--- src/shared/pio_pkg.sv ---
package pio_pkg;

  // Geometry of the nine ports, each held in a sixteen-bit slot.
  localparam int NUM_PORTS = 9;
  localparam int PORT_W = 16;
  localparam int THRESH_W = 13;

  // Register map: per port a stride of sixteen bytes with three words.
  localparam logic [7:0] PORT_STRIDE = 8'h10;
  localparam logic [1:0] SEL_DATA = 2'h0;
  localparam logic [1:0] SEL_DIR = 2'h1;
  localparam logic [1:0] SEL_ODS = 2'h2;
  localparam logic [7:0] OFF_THRESH = 8'h90;

  // Field positions inside the threshold register.
  localparam int TH_P0L = 0;
  localparam int TH_P0H = 1;
  localparam int TH_P1L = 2;
  localparam int TH_P1H = 3;
  localparam int TH_P4 = 4;
  localparam int TH_P7 = 5;
  localparam int TH_P8 = 6;
  localparam int TH_P2 = 7;
  localparam int TH_P3 = 9;
  localparam int TH_P5 = 11;

  // Implemented lines per port, port 8 first and port 0 last.
  localparam logic [8:0][15:0] PORT_MASK = {16'h00FF, 16'h00FF, 16'h00FF, 16'hFFFF,
    16'h00FF, 16'hBFFF, 16'hFFFF, 16'hFFFF, 16'hFFFF};
  // Lines with an output driver; port 5 has none.
  localparam logic [8:0][15:0] OUT_MASK = {16'h00FF, 16'h00FF, 16'h00FF, 16'h0000,
    16'h00FF, 16'hBFFF, 16'hFFFF, 16'hFFFF, 16'hFFFF};
  // Lines whose driver may be switched to open drain.
  localparam logic [8:0][15:0] OD_MASK = {16'h00FF, 16'h00FF, 16'h00FF, 16'h0000,
    16'h00FF, 16'hBFFF, 16'hFFFF, 16'h0000, 16'h0000};

  // Values after reset.
  localparam logic [15:0] RST_LATCH = 16'h0000;
  localparam logic [15:0] RST_DIR = 16'h0000;
  localparam logic [15:0] RST_ODS = 16'h0000;
  localparam logic [12:0] RST_THRESH = 13'h0000;

  // One state time is two clock periods; the count rounds up, at least one.
  localparam int CLK_PERIOD_NS = 40;
  localparam int STATE_TIME_NS = 80;
  localparam int STATE_CYCLES_RAW = (STATE_TIME_NS + CLK_PERIOD_NS - 1) / CLK_PERIOD_NS;
  localparam int STATE_CYCLES = (STATE_CYCLES_RAW < 1) ? 1 : STATE_CYCLES_RAW;

endpackage

--- src/hw/state_tick.sv ---
`timescale 1ns/1ps
module state_tick
  import pio_pkg::*;
#(
  parameter int CYCLES = STATE_CYCLES
) (
  input wire logic pclk, // System clock.
  input wire logic presetn, // Asynchronous reset, active low.
  output logic tick // One-cycle pulse once per state time.
);

  // Divider count and the registered pulse.
  typedef struct packed {
    logic [7:0] cnt;
    logic tick;
  } tick_state_t;

  tick_state_t s;
  tick_state_t next_s;

  // Count down and pulse when the count wraps.
  always_comb begin
    next_s = s;
    next_s.tick = 1'b0;
    if (s.cnt == 8'h00) begin
      next_s.cnt = 8'(CYCLES - 1);
      next_s.tick = 1'b1;
    end else begin
      next_s.cnt = s.cnt - 8'h01;
    end
  end

  // State register.
  always_ff @(posedge pclk or negedge presetn) begin
    if (!presetn) begin
      s <= '0;
    end else begin
      s <= next_s;
    end
  end

  assign tick = s.tick;

endmodule

--- src/hw/parallel_io_ports.sv ---
`timescale 1ns/1ps
// Functional notes
// - Ports sized per map; port three bit fourteen absent.
// - Port five is input only, never driven.
// - Per-bit open drain drives only low.
// - Every pin sampled once per state time.
// - Input pin: write hits latch if the line has a driver, read returns pin.
// - Input pin modify cycle reads pin, writes latch.
// - Output pin follows latch; read returns latch.
// - Output pin modify cycle reads latch, writes latch.
// - Threshold TTL default, CMOS select per byte.
// - Direction and drive independent of threshold.
// - Alternate output reaches pin only when output.
// - Alternate output ANDed with latch except PWM.
// - All directions are input after reset.
// - Alternate input sees sampled pin, whatever the direction.
// - Hardware may override direction for bus lines.
// - One alternate function per line.
module parallel_io_ports
  import pio_pkg::*;
(
  input wire logic pclk, // System clock, 25 MHz.
  input wire logic presetn, // Asynchronous reset, active low.
  input wire logic psel, // APB select.
  input wire logic penable, // APB access phase.
  input wire logic pwrite, // APB direction, high for write.
  input wire logic [7:0] paddr, // APB byte address.
  input wire logic [31:0] pwdata, // APB write data.
  output logic [31:0] prdata, // APB read data.
  output logic pready, // APB ready.
  output logic pslverr, // APB error for unmapped address.
  input wire logic [8:0][15:0] pin_in, // Pin levels seen at the pads.
  output logic [8:0][15:0] pin_out, // Level driven onto each pin.
  output logic [8:0][15:0] pin_oe, // High while the pin is driven.
  input wire logic [8:0][15:0] alt_out_en, // Alternate output enabled per line.
  input wire logic [8:0][15:0] alt_out_data, // Alternate output data per line.
  input wire logic [8:0][15:0] alt_pwm_sel, // Alternate output is a PWM signal.
  input wire logic [8:0][15:0] alt_dir_auto, // Hardware owns the direction.
  input wire logic [8:0][15:0] alt_dir_hw, // Direction chosen by hardware.
  output logic [8:0][15:0] alt_in, // Sampled pin levels for alternate inputs.
  output logic [12:0] input_threshold_select // CMOS threshold per byte when high.
);

  // Whole state of the block as one record.
  typedef struct packed {
    logic [8:0][15:0] latch; // Output latches.
    logic [8:0][15:0] dir; // Direction bits, high for output.
    logic [8:0][15:0] ods; // Open-drain select bits.
    logic [8:0][15:0] in_latch; // Pin levels sampled each state time.
    logic [8:0][15:0] pin_out; // Registered pin level.
    logic [8:0][15:0] pin_oe; // Registered pin enable.
    logic [12:0] thresh; // Threshold selects.
    logic [31:0] prdata; // Registered read data.
    logic pready; // Registered ready.
    logic pslverr; // Registered error.
  } pio_state_t;

  pio_state_t s;
  pio_state_t next_s;

  logic tick; // State time pulse.
  logic [8:0][15:0] eff_dir; // Direction after any hardware override.
  logic [8:0][15:0] drive_val; // Level that the line would drive.
  logic [8:0][15:0] read_view; // Value software reads from a data word.
  logic [3:0] port_idx; // Port addressed by the bus.
  logic [1:0] reg_sel; // Word within the port.
  logic addr_ok; // Address hits a mapped word.
  logic is_thresh; // Address hits the threshold word.
  logic access; // Access phase of a transfer.
  logic wr_commit; // Edge at which a write takes effect.

  // Divider that marks each state time.
  state_tick #(
    .CYCLES(STATE_CYCLES)
  ) u_tick (
    .pclk(pclk),
    .presetn(presetn),
    .tick(tick)
  );

  // Address decode for the APB slave.
  always_comb begin
    port_idx = paddr[7:4];
    reg_sel = paddr[3:2];
    is_thresh = (paddr == OFF_THRESH);
    addr_ok = is_thresh || ((port_idx < 4'(NUM_PORTS)) && (reg_sel != 2'h3)
      && (paddr[1:0] == 2'h0));
    access = psel && penable;
    wr_commit = access && s.pready && pwrite && !s.pslverr;
  end

  // Per-line drive and read values.
  always_comb begin
    for (int p = 0; p < NUM_PORTS; p++) begin
      // Bus lines may have their direction switched by hardware.
      eff_dir[p] = ((alt_dir_auto[p] & alt_dir_hw[p]) | (~alt_dir_auto[p] & s.dir[p]))
        & OUT_MASK[p];
      // A PWM output bypasses the latch, other alternates are ANDed with it.
      drive_val[p] = (alt_out_en[p] & alt_pwm_sel[p] & alt_out_data[p])
        | (alt_out_en[p] & ~alt_pwm_sel[p] & alt_out_data[p] & s.latch[p])
        | (~alt_out_en[p] & s.latch[p]);
      // Output lines read back the latch, input lines read the sampled pin.
      read_view[p] = ((eff_dir[p] & s.latch[p]) | (~eff_dir[p] & s.in_latch[p]))
        & PORT_MASK[p];
    end
  end

  // Next-state logic: sampling, pin drive and register access.
  always_comb begin
    next_s = s;
    // Pins are captured once per state time whatever their direction.
    if (tick) begin
      next_s.in_latch = pin_in & PORT_MASK;
    end
    // Drive stage: an open-drain line only drives when its level is low.
    for (int p = 0; p < NUM_PORTS; p++) begin
      next_s.pin_out[p] = drive_val[p] & OUT_MASK[p];
      next_s.pin_oe[p] = eff_dir[p] & ~(s.ods[p] & drive_val[p]);
    end
    // Ready rises one cycle into the access phase and lasts one cycle.
    next_s.pready = 1'b0;
    next_s.pslverr = 1'b0;
    if (access && !s.pready) begin
      next_s.pready = 1'b1;
      next_s.pslverr = !addr_ok;
      next_s.prdata = 32'h0000_0000;
      if (!pwrite && addr_ok) begin
        if (is_thresh) begin
          next_s.prdata = {19'h0_0000, s.thresh};
        end else begin
          unique case (reg_sel)
            // Data word: a modify cycle starts from this view.
            SEL_DATA: next_s.prdata = {16'h0000, read_view[port_idx]};
            SEL_DIR: next_s.prdata = {16'h0000, s.dir[port_idx]};
            SEL_ODS: next_s.prdata = {16'h0000, s.ods[port_idx]};
            default: next_s.prdata = 32'h0000_0000;
          endcase
        end
      end
    end
    // Writes take effect at the edge where ready is seen high.
    if (wr_commit) begin
      if (is_thresh) begin
        next_s.thresh = pwdata[12:0];
      end else begin
        unique case (reg_sel)
          // A write lands in the latch of every line with a driver, whatever the direction.
          SEL_DATA: next_s.latch[port_idx] = pwdata[15:0] & OUT_MASK[port_idx];
          SEL_DIR: next_s.dir[port_idx] = pwdata[15:0] & OUT_MASK[port_idx];
          SEL_ODS: next_s.ods[port_idx] = pwdata[15:0] & OD_MASK[port_idx];
          default: next_s.latch[port_idx] = s.latch[port_idx];
        endcase
      end
    end
  end

  // State register; everything clears on reset.
  always_ff @(posedge pclk or negedge presetn) begin
    if (!presetn) begin
      s <= '0;
    end else begin
      s <= next_s;
    end
  end

  // Outputs come straight from the state register.
  assign prdata = s.prdata;
  assign pready = s.pready;
  assign pslverr = s.pslverr;
  assign pin_out = s.pin_out;
  assign pin_oe = s.pin_oe;
  assign alt_in = s.in_latch;
  assign input_threshold_select = s.thresh;
endmodule

--- config.mk ---
export PLATFORM = sky130hd
export DESIGN_NAME = parallel_io_ports
export DESIGN_NICKNAME = d
export VERILOG_FILES = /design/src/shared/pio_pkg.sv /design/src/hw/state_tick.sv /design/src/hw/parallel_io_ports.sv
export SDC_FILE = /design/constraint.sdc
export NUM_CORES = 1
export LEC_CHECK = 0
export ABC_AREA = 1
export BUFFER_PORTS_ARGS = -buffer_cell sky130_fd_sc_hd__buf_4
export CAP_MARGIN = 10
export CORE_AREA = 5 5 533 535
export CTS_CLUSTER_DIAMETER = 120
export CTS_CLUSTER_SIZE = 14
export DETAILED_ROUTE_END_ITERATION = 10
export DIE_AREA = 0 0 538 540
export GPL_TIMING_DRIVEN = 0
export PLACE_DENSITY = 0.35
export SYNTH_ARGS = -nofsm -noshare
export SYNTH_HDL_FRONTEND = slang
export SYNTH_SLANG_ARGS = --single-unit
--- constraint.sdc ---
create_clock -name pclk -period 3.7 [get_ports pclk]
set_input_delay 0 -clock pclk [delete_from_list [all_inputs] [get_ports pclk]]
set_output_delay 0 -clock pclk [all_outputs]
set_load 0.03 [all_outputs]
== Yosys cells after proc, flatten, opt, wreduce, memory -nomap -nowiden ==
Memory sizes are Yosys's and may differ from the RTL's.
Cells that the tools add are included.

* Add/subtract/negate cells: 1
* Order comparisons: 3
* Eq/ne operators: 4
* Mux-type cells: 23
* Bitwise operators: 172
* Reductions and logical operators: 22

{| class="wikitable"
|+ Operators by type and width
! cell !! count
|-
| $and A16 B16 Y16 || 78
|-
| $bwmux W144 || 4
|-
| $not A16 Y16 || 32
|-
| $or A16 B16 Y16 || 24
|-
| $pmux W144 S2 || 1
|-
| $bmux W16 S4 || 4
|-
| $and A8 B8 Y8 || 16
|-
| $mux W16 || 7
|-
| $and A8 B16 Y16 || 4
|-
| $demux W16 S4 || 1
|-
| $mux W32 || 2
|-
| $not A8 Y8 || 8
|-
| $or A8 B8 Y8 || 8
|-
| $pmux W16 S3 || 1
|-
| $logic_and A1 B1 Y1 || 9
|-
| $reduce_and A3 Y1 || 3
|-
| $eq A8 B8 Y1 const B || 1
|-
| $logic_not A8 Y1 || 1
|-
| $mux W8 || 1
|-
| $sub A8 B1 Y8 const B || 1
|-
| $lt A4 B5 Y1 const B || 1
|-
| $ge A4 B1 Y1 const B || 1
|-
| $logic_not A1 Y1 || 4
|-
| $logic_not A2 Y1 || 2
|-
| other kinds (10) || 11
|}

* Register bits after elaboration: 822
* ROM bits: 512
* Input bits: 909
* Output and inout port bits: 479
* Word-level logic and storage cells: 285
* Memories kept: 2

{| class="wikitable"
|+ Memories
! memory !! depth !! width !! read ports !! clocked after memory_dff !! wr ports !! line !! text
|-
| (no name shown) || 16 || 16 || 1 || 0 || 0 || parallel_io_ports.sv:150 || <nowiki>SEL_ODS: next_s.ods[port_idx] = pwdata[15:0] & OD_MASK[port_idx];</nowiki>
|-
| (no name shown) || 16 || 16 || 1 || 0 || 0 || parallel_io_ports.sv:149 || <nowiki>SEL_DIR: next_s.dir[port_idx] = pwdata[15:0] & OUT_MASK[port_idx];</nowiki>
|}

== Longest topological paths before layout ==
* Depth in word-level cells: 11
* Mapped depth: 17
* Mapped depth without buffers: 15

== Hierarchy ==
A second synthesis with hierarchy kept.

* Cells, all modules: 5398
* Area, all modules: 41215.8 um2

{| class="wikitable"
|+ Modules (own cells, without submodules)
! module !! instances !! cells each !! area an instance (um2)
|-
| parallel_io_ports || 1 || 5352 || 40790.4
|-
| state_tick || 1 || 46 || 425.4
|}

== Worst setup path before layout ==
Ideal clock, no wire load.

* Kind: register to register
* Start: register s, in the netlist pready
* End: register s[637] in the netlist's numbering
* Setup time: 0.083 ns
* Arrival: 1.778 ns
* Path slack: 1.839 ns
* Stages on the path, launching flop included: 11
* Buffers on the path: 2
* Clock period less this slack: 1.861 ns
* Cells stage by stage: dfrtp_1 > nand2_1 > nor3_1 > nand2_2 > inv_2 > nand2_4 > nor2_1 > buf_2 > buf_2 > nand2_1 > o21ai_0

* Word-level cells in the longest chain between the ends: 4

{| class="wikitable"
|+ RTL lines
! element !! line !! text
|-
| start, declared || parallel_io_ports.sv:58 || <nowiki>pio_state_t s;</nowiki>
|-
| start signal, assigned || parallel_io_ports.sv:162 || <nowiki>s <= next_s;</nowiki>
|-
| $logic_and A1 B1 Y1 (3 in a row) || parallel_io_ports.sv:89 || <nowiki>wr_commit = access && s.pready && pwrite && !s.pslverr;</nowiki>
|-
| $reduce_and A3 Y1 (no line) || - ||
|}

No other way between the ends.
A chain may end at the register's enable or synchronous reset.

== Worst setup path after layout ==
* Start: input port paddr[4]
* End: register s, in the netlist prdata[2]

* Word-level cells in the longest chain between the ends: 6
* Elaborated cells between the ends (all ways): 15
* Those cells by class: order compare: 1; eq/ne: 1; mux: 9; reduce/logical: 4

{| class="wikitable"
|+ RTL lines
! element !! line !! text
|-
| start, declared || parallel_io_ports.sv:27 || <nowiki>input wire logic [7:0] paddr,</nowiki>
|-
| parallel branches: the longest is 5 deep, another holds $mux W32 || - ||
|-
| $mux W32 (*) || parallel_io_ports.sv:127 || <nowiki>if (!pwrite && addr_ok) begin</nowiki>
|}

Every way passes the cells marked *. The select of a mux whose other input is x is not followed.

==> results by stage <==
Clock tree:
- In this run, CTS created clock tree buffers numbering 68.
- The library cell used as clock root buffer is sky130_fd_sc_hd__clkbuf_16.
- The clock net sink count is 773.
- The deepest clock path buffer count is 3.
- The clock tree from TritonCTS is built.
- For the worst-skew pair, the clock arrives at the later sink with an insertion delay of 0.77 ns.
- The post-CTS setup repair buffer count is 0.
- The H-tree was split into 3 levels.
- Clock-pin slew was measured on the worst setup and hold paths at 0.08 ns.

GRT:
- The number of antenna violations at the first check in global routing is 107.
- The first global-routing pass estimated 373000 um of wire.
- Entering global routing, the biggest net connects 104 pins.
- The global router's overall resource usage is 0.190.
- The leftover overflow at the end of global routing is 0.
- The via count of the first global-routing pass is 40900.

Pwr:
- The total design power is 20.8 mW.
- The static leakage is 32.0 nW.
- The highest ir drop seen on vdd is 0.000347 V.
- In this run the power density over the cells is 343 mW/mm^2.

Finish:
- From synthesis to final layout, the design area changed by 52.7%.
- The net count of the finished layout is 7683.
- In the layout the commonest cells are 1472 x sky130_fd_sc_hd__nand2_1, 1427 x sky130_fd_sc_hd__buf_4, 841 x sky130_fd_sc_hd__inv_1, 773 x sky130_fd_sc_hd__dfrtp_1, 605 x sky130_fd_sc_hd__dlygate4sd3_1.
- In the final layout, the share of cells above drive strength 1 is 0.256.
- The final core utilization is 0.218.
- The layout has 31300 filler cells.
- The most common cell after layout, fill and taps aside is sky130_fd_sc_hd__nand2_1.

Setup path:
- The worst flop-to-flop path startpoint is pready.
- Setup slack on the worst reg-to-reg path comes out at 0.33 ns.
- The number of buffers and inverters on the critical path is 5.
- Among cell families on the critical path, the largest total delay comes from buffers and inverters.
- The launch point of the critical path is paddr[4].
- For this run, the slowest stage of the critical path takes 1.05 ns.
- Counting buffers and inverters, the worst setup path is 14 cells deep.
- Data arrives at the worst endpoint at 4.26 ns.
- The capture point of the worst reg-to-reg path is s[511].
- The critical path goes through dlygate4sd3_1 > buf_4 > nand2_1 > buf_2 > buf_1 > o22ai_1 > o21ai_0 > nand3_1 > nand2_1 > nand2_1 > inv_1 > nand2_1 > nand2_1 > nand2_1.
- The most critical setup path has its endpoint at prdata[2].
- STA classifies the critical path startpoint as an input pin.
- Measured in cells, the most critical reg-to-reg path has a length of 8.
- Among the stages of the critical path, the cell type that occurs most often is sky130_fd_sc_hd__nand2_1.
- On the critical path, the stage with the largest delay is an instance of sky130_fd_sc_hd__buf_1.
- Of all nets on the critical path, the largest fanout is 10.
- The critical path is of the in -> reg type.
- STA classifies the critical path endpoint as a register.
- At the worst endpoint, the required time is 4.29 ns.

Synthesis:
- The number of synthesized register bits is 773.
- Counting every instance in the synthesized netlist gives 4984.
- The warning count from the yosys run is 0.
- For this run, the register share of the synthesized area comes to 0.486.
- The cell area that synthesis handed to floorplanning was 0.0398 mm^2.
- The count of unique library cells instantiated by Yosys is 41.
- In this run the mean area of a mapped cell was 7.99 um^2.

Outcome:
- The flow ran to the end, and the final reports show no timing, DRC or antenna violations.

STA:
- The worst slew margin relative to its limit is 0.0188.
- For this run, the top clock speed supported by timing is 272 MHz.
- The tightest hold path in the finished design has a slack of 0.0214 ns.
- The post-layout minimum cycle time is 3.68 ns.
- The final number of hold-violating endpoints is 0.
- The transition time of the tightest slew-check pin is 1.46 ns.
- Of the available clock period, the critical path in the final layout requires 0.994.
- The number of failing setup endpoints in the final timing report is 0.
- The worst-case clock skew is 0.0859 ns.
- Setup repair after global routing left no endpoint under its margin.
- The final max-slew violation count is 0.
- The sum of negative setup slack is 0 ns.
- The least setup slack across all paths after layout is 0.0211 ns.

Min path:
- The worst min-delay path class is in -> reg.

Floorplan:
- The die height is 540 um.
- The initial utilization of the core area, before any placement, comes to 0.143.
- The core region is 0.278 mm^2.
- The area of the die is 0.291 mm^2.
- 1388 I/O pins were placed.
- The number of rows in the core area is 194.
- The chip width is 538 um.

Place:
- The weighted congestion at the end of routability-driven global placement is 0.875.
- Timing analysis after detailed placement gives a worst setup slack of -0.0259 ns.
- The HPWL after detailed placement is 237000 um.
- During placement, the flow inserted port buffers numbering 944.

Detailed routing:
- The via total after detailed routing is 40600.
- The remaining antenna violation count after routing is 0.
- Dividing the detail-routed wire length by the instance count gives 27.3 um.
- For this run, the detailed router's first-pass iteration total came to 8.
- The wire length after detailed routing is 288000 um.
- The post-route DRC violation count is 0.
- After the first detailed-routing iteration, the DRC count stood at 3301.
- The per-cell via count in the routed design is 3.85.

Flow run:
- Max-cap violations in this run came to 0.
## layer usage
| metal | part of all wire | GRT usage | wire, um | vias to the layer above |
|---|---|---|---|---|
| li1 | - | - | - | 18600 |
| met1 | 0.42 | 0.243 | 121000 | 19900 |
| met2 | 0.46 | 0.314 | 132000 | 1777 |
| met5 | 0.00086 | 0 | 247 | - |
| met3 | 0.085 | 0.0522 | 24400 | 316 |
| met4 | 0.031 | 0.0525 | 9030 | 38 |
## repair_timing
| action | 4_1_cts | 5_1_grt |
|---|---|---|
| gates resized for setup | 0 | 1 |
| endpoints found under the hold margin | 705 | 0 |
| hold buffers | 606 | 0 |
| setup endpoints to repair | 0 | 21 |
## metrics by stage
step / cells / instance area [um^2]
after floorplan: 5130 / 40400
after global placement: 9798 / 52100
after detailed placement: 9817 / 52600
after CTS: 10500 / 60700
after global routing: 10500 / 60700
final: 10500 / 60800
## layout make-up
class	count	area, um^2	share of cell area
sequential	773	19300	0.318
timing repair buffer	1569	13600	0.224
multi-input combinational	2862	13500	0.222
tap	3724	4660	0.0766
buffer	631	4290	0.0705
inverter	864	3250	0.0535
clock buffer	76	1740	0.0286
clock inverter	15	299	0.00492
antenna	34	85.1	0.00140
## how the worst min path moves through the flow
| stage | slack (ns) | startpoint | to | depth (start not counted) |
|---|---|---|---|---|
| 2_1_floorplan | -0.30 | presetn | alt_in[0] | 0 |
| 3_3_place_gp | 0.21 | pin_in[81] | alt_in[81] | 3 |
| 3_5_place_dp | -0.02 | presetn | pin_out[8] | 1 |
| 4_1_cts | 0.0001 | pin_in[63] | alt_in[63] | 4 |
| 5_1_grt | 0.04 | alt_pwm_sel[134] | pin_oe[134] | 6 |
| 6_report | 0.02 | alt_pwm_sel[47] | pin_oe[47] | 6 |
## worst register-to-register path: stages, from the launching register on
cell and delay [ns]:
sky130_fd_sc_hd__dfrtp_1 0.38, sky130_fd_sc_hd__nand2_1 0.07, sky130_fd_sc_hd__nor3_1 0.53, sky130_fd_sc_hd__nand2_2 0.30, sky130_fd_sc_hd__inv_2 0.19, sky130_fd_sc_hd__nand2_4 0.14
sky130_fd_sc_hd__nor2_2 0.47, sky130_fd_sc_hd__clkbuf_1 0.97, sky130_fd_sc_hd__o21ai_0 0.21
## synthesized netlist by cell type (all sizes together)
master  number  area share
inv        863       0.082
clkinv       1    0.000094
a22oi       91       0.017
nand3      178       0.022
a22o         3     0.00066
or3          1     0.00016
xor2         2     0.00044
mux2        52       0.015
dfrtp      773        0.49
buf        561        0.10
ha           5      0.0016
nor3b        1     0.00031
nor2        84       0.014
a32o         7      0.0018
nand4       53      0.0085
o21ai      515       0.065
nand2     1477        0.14
conb         1    0.000094
o21bai       1     0.00019
xnor2        1     0.00022
nor3         3     0.00066
clkbuf      70      0.0066
o22ai      105       0.016
a31oi        8      0.0013
a21oi       51      0.0064
nor4         3     0.00047
o211ai      72       0.014
or2          2     0.00031
## power breakdown
part / total [mW] / internal (mW) / switching (mW)
Clock: 7.66 / 3.58 / 4.08
Combinational: 4.31 / 1.77 / 2.53
Sequential: 8.86 / 8.68 / 0.183
Total: 20.8 / 14.0 / 6.79
## sequential cells by signal, summed over array words and instances, names as in the netlist
register and count:
u_tick.tick 1, prdata 16, pslverr 1, s 432, alt_in 111, pin_out 95, pin_oe 95, pready 1
u_tick.s 8, input_threshold_select 13
## logic make-up after synthesis
logic type	after synthesis	synth area share
buffers and inverters	1495	0.189
multiplexers	52	0.0147
AND/OR/NAND/NOR	1802	0.186
flip-flops	773	0.486
adder cells (fa/ha/maj)	5	0.00157
AO/OA/AOI/OAI	853	0.122
XOR/XNOR	3	0.000660
other	1	0.0000942
Power figures use the tool's default switching activity.
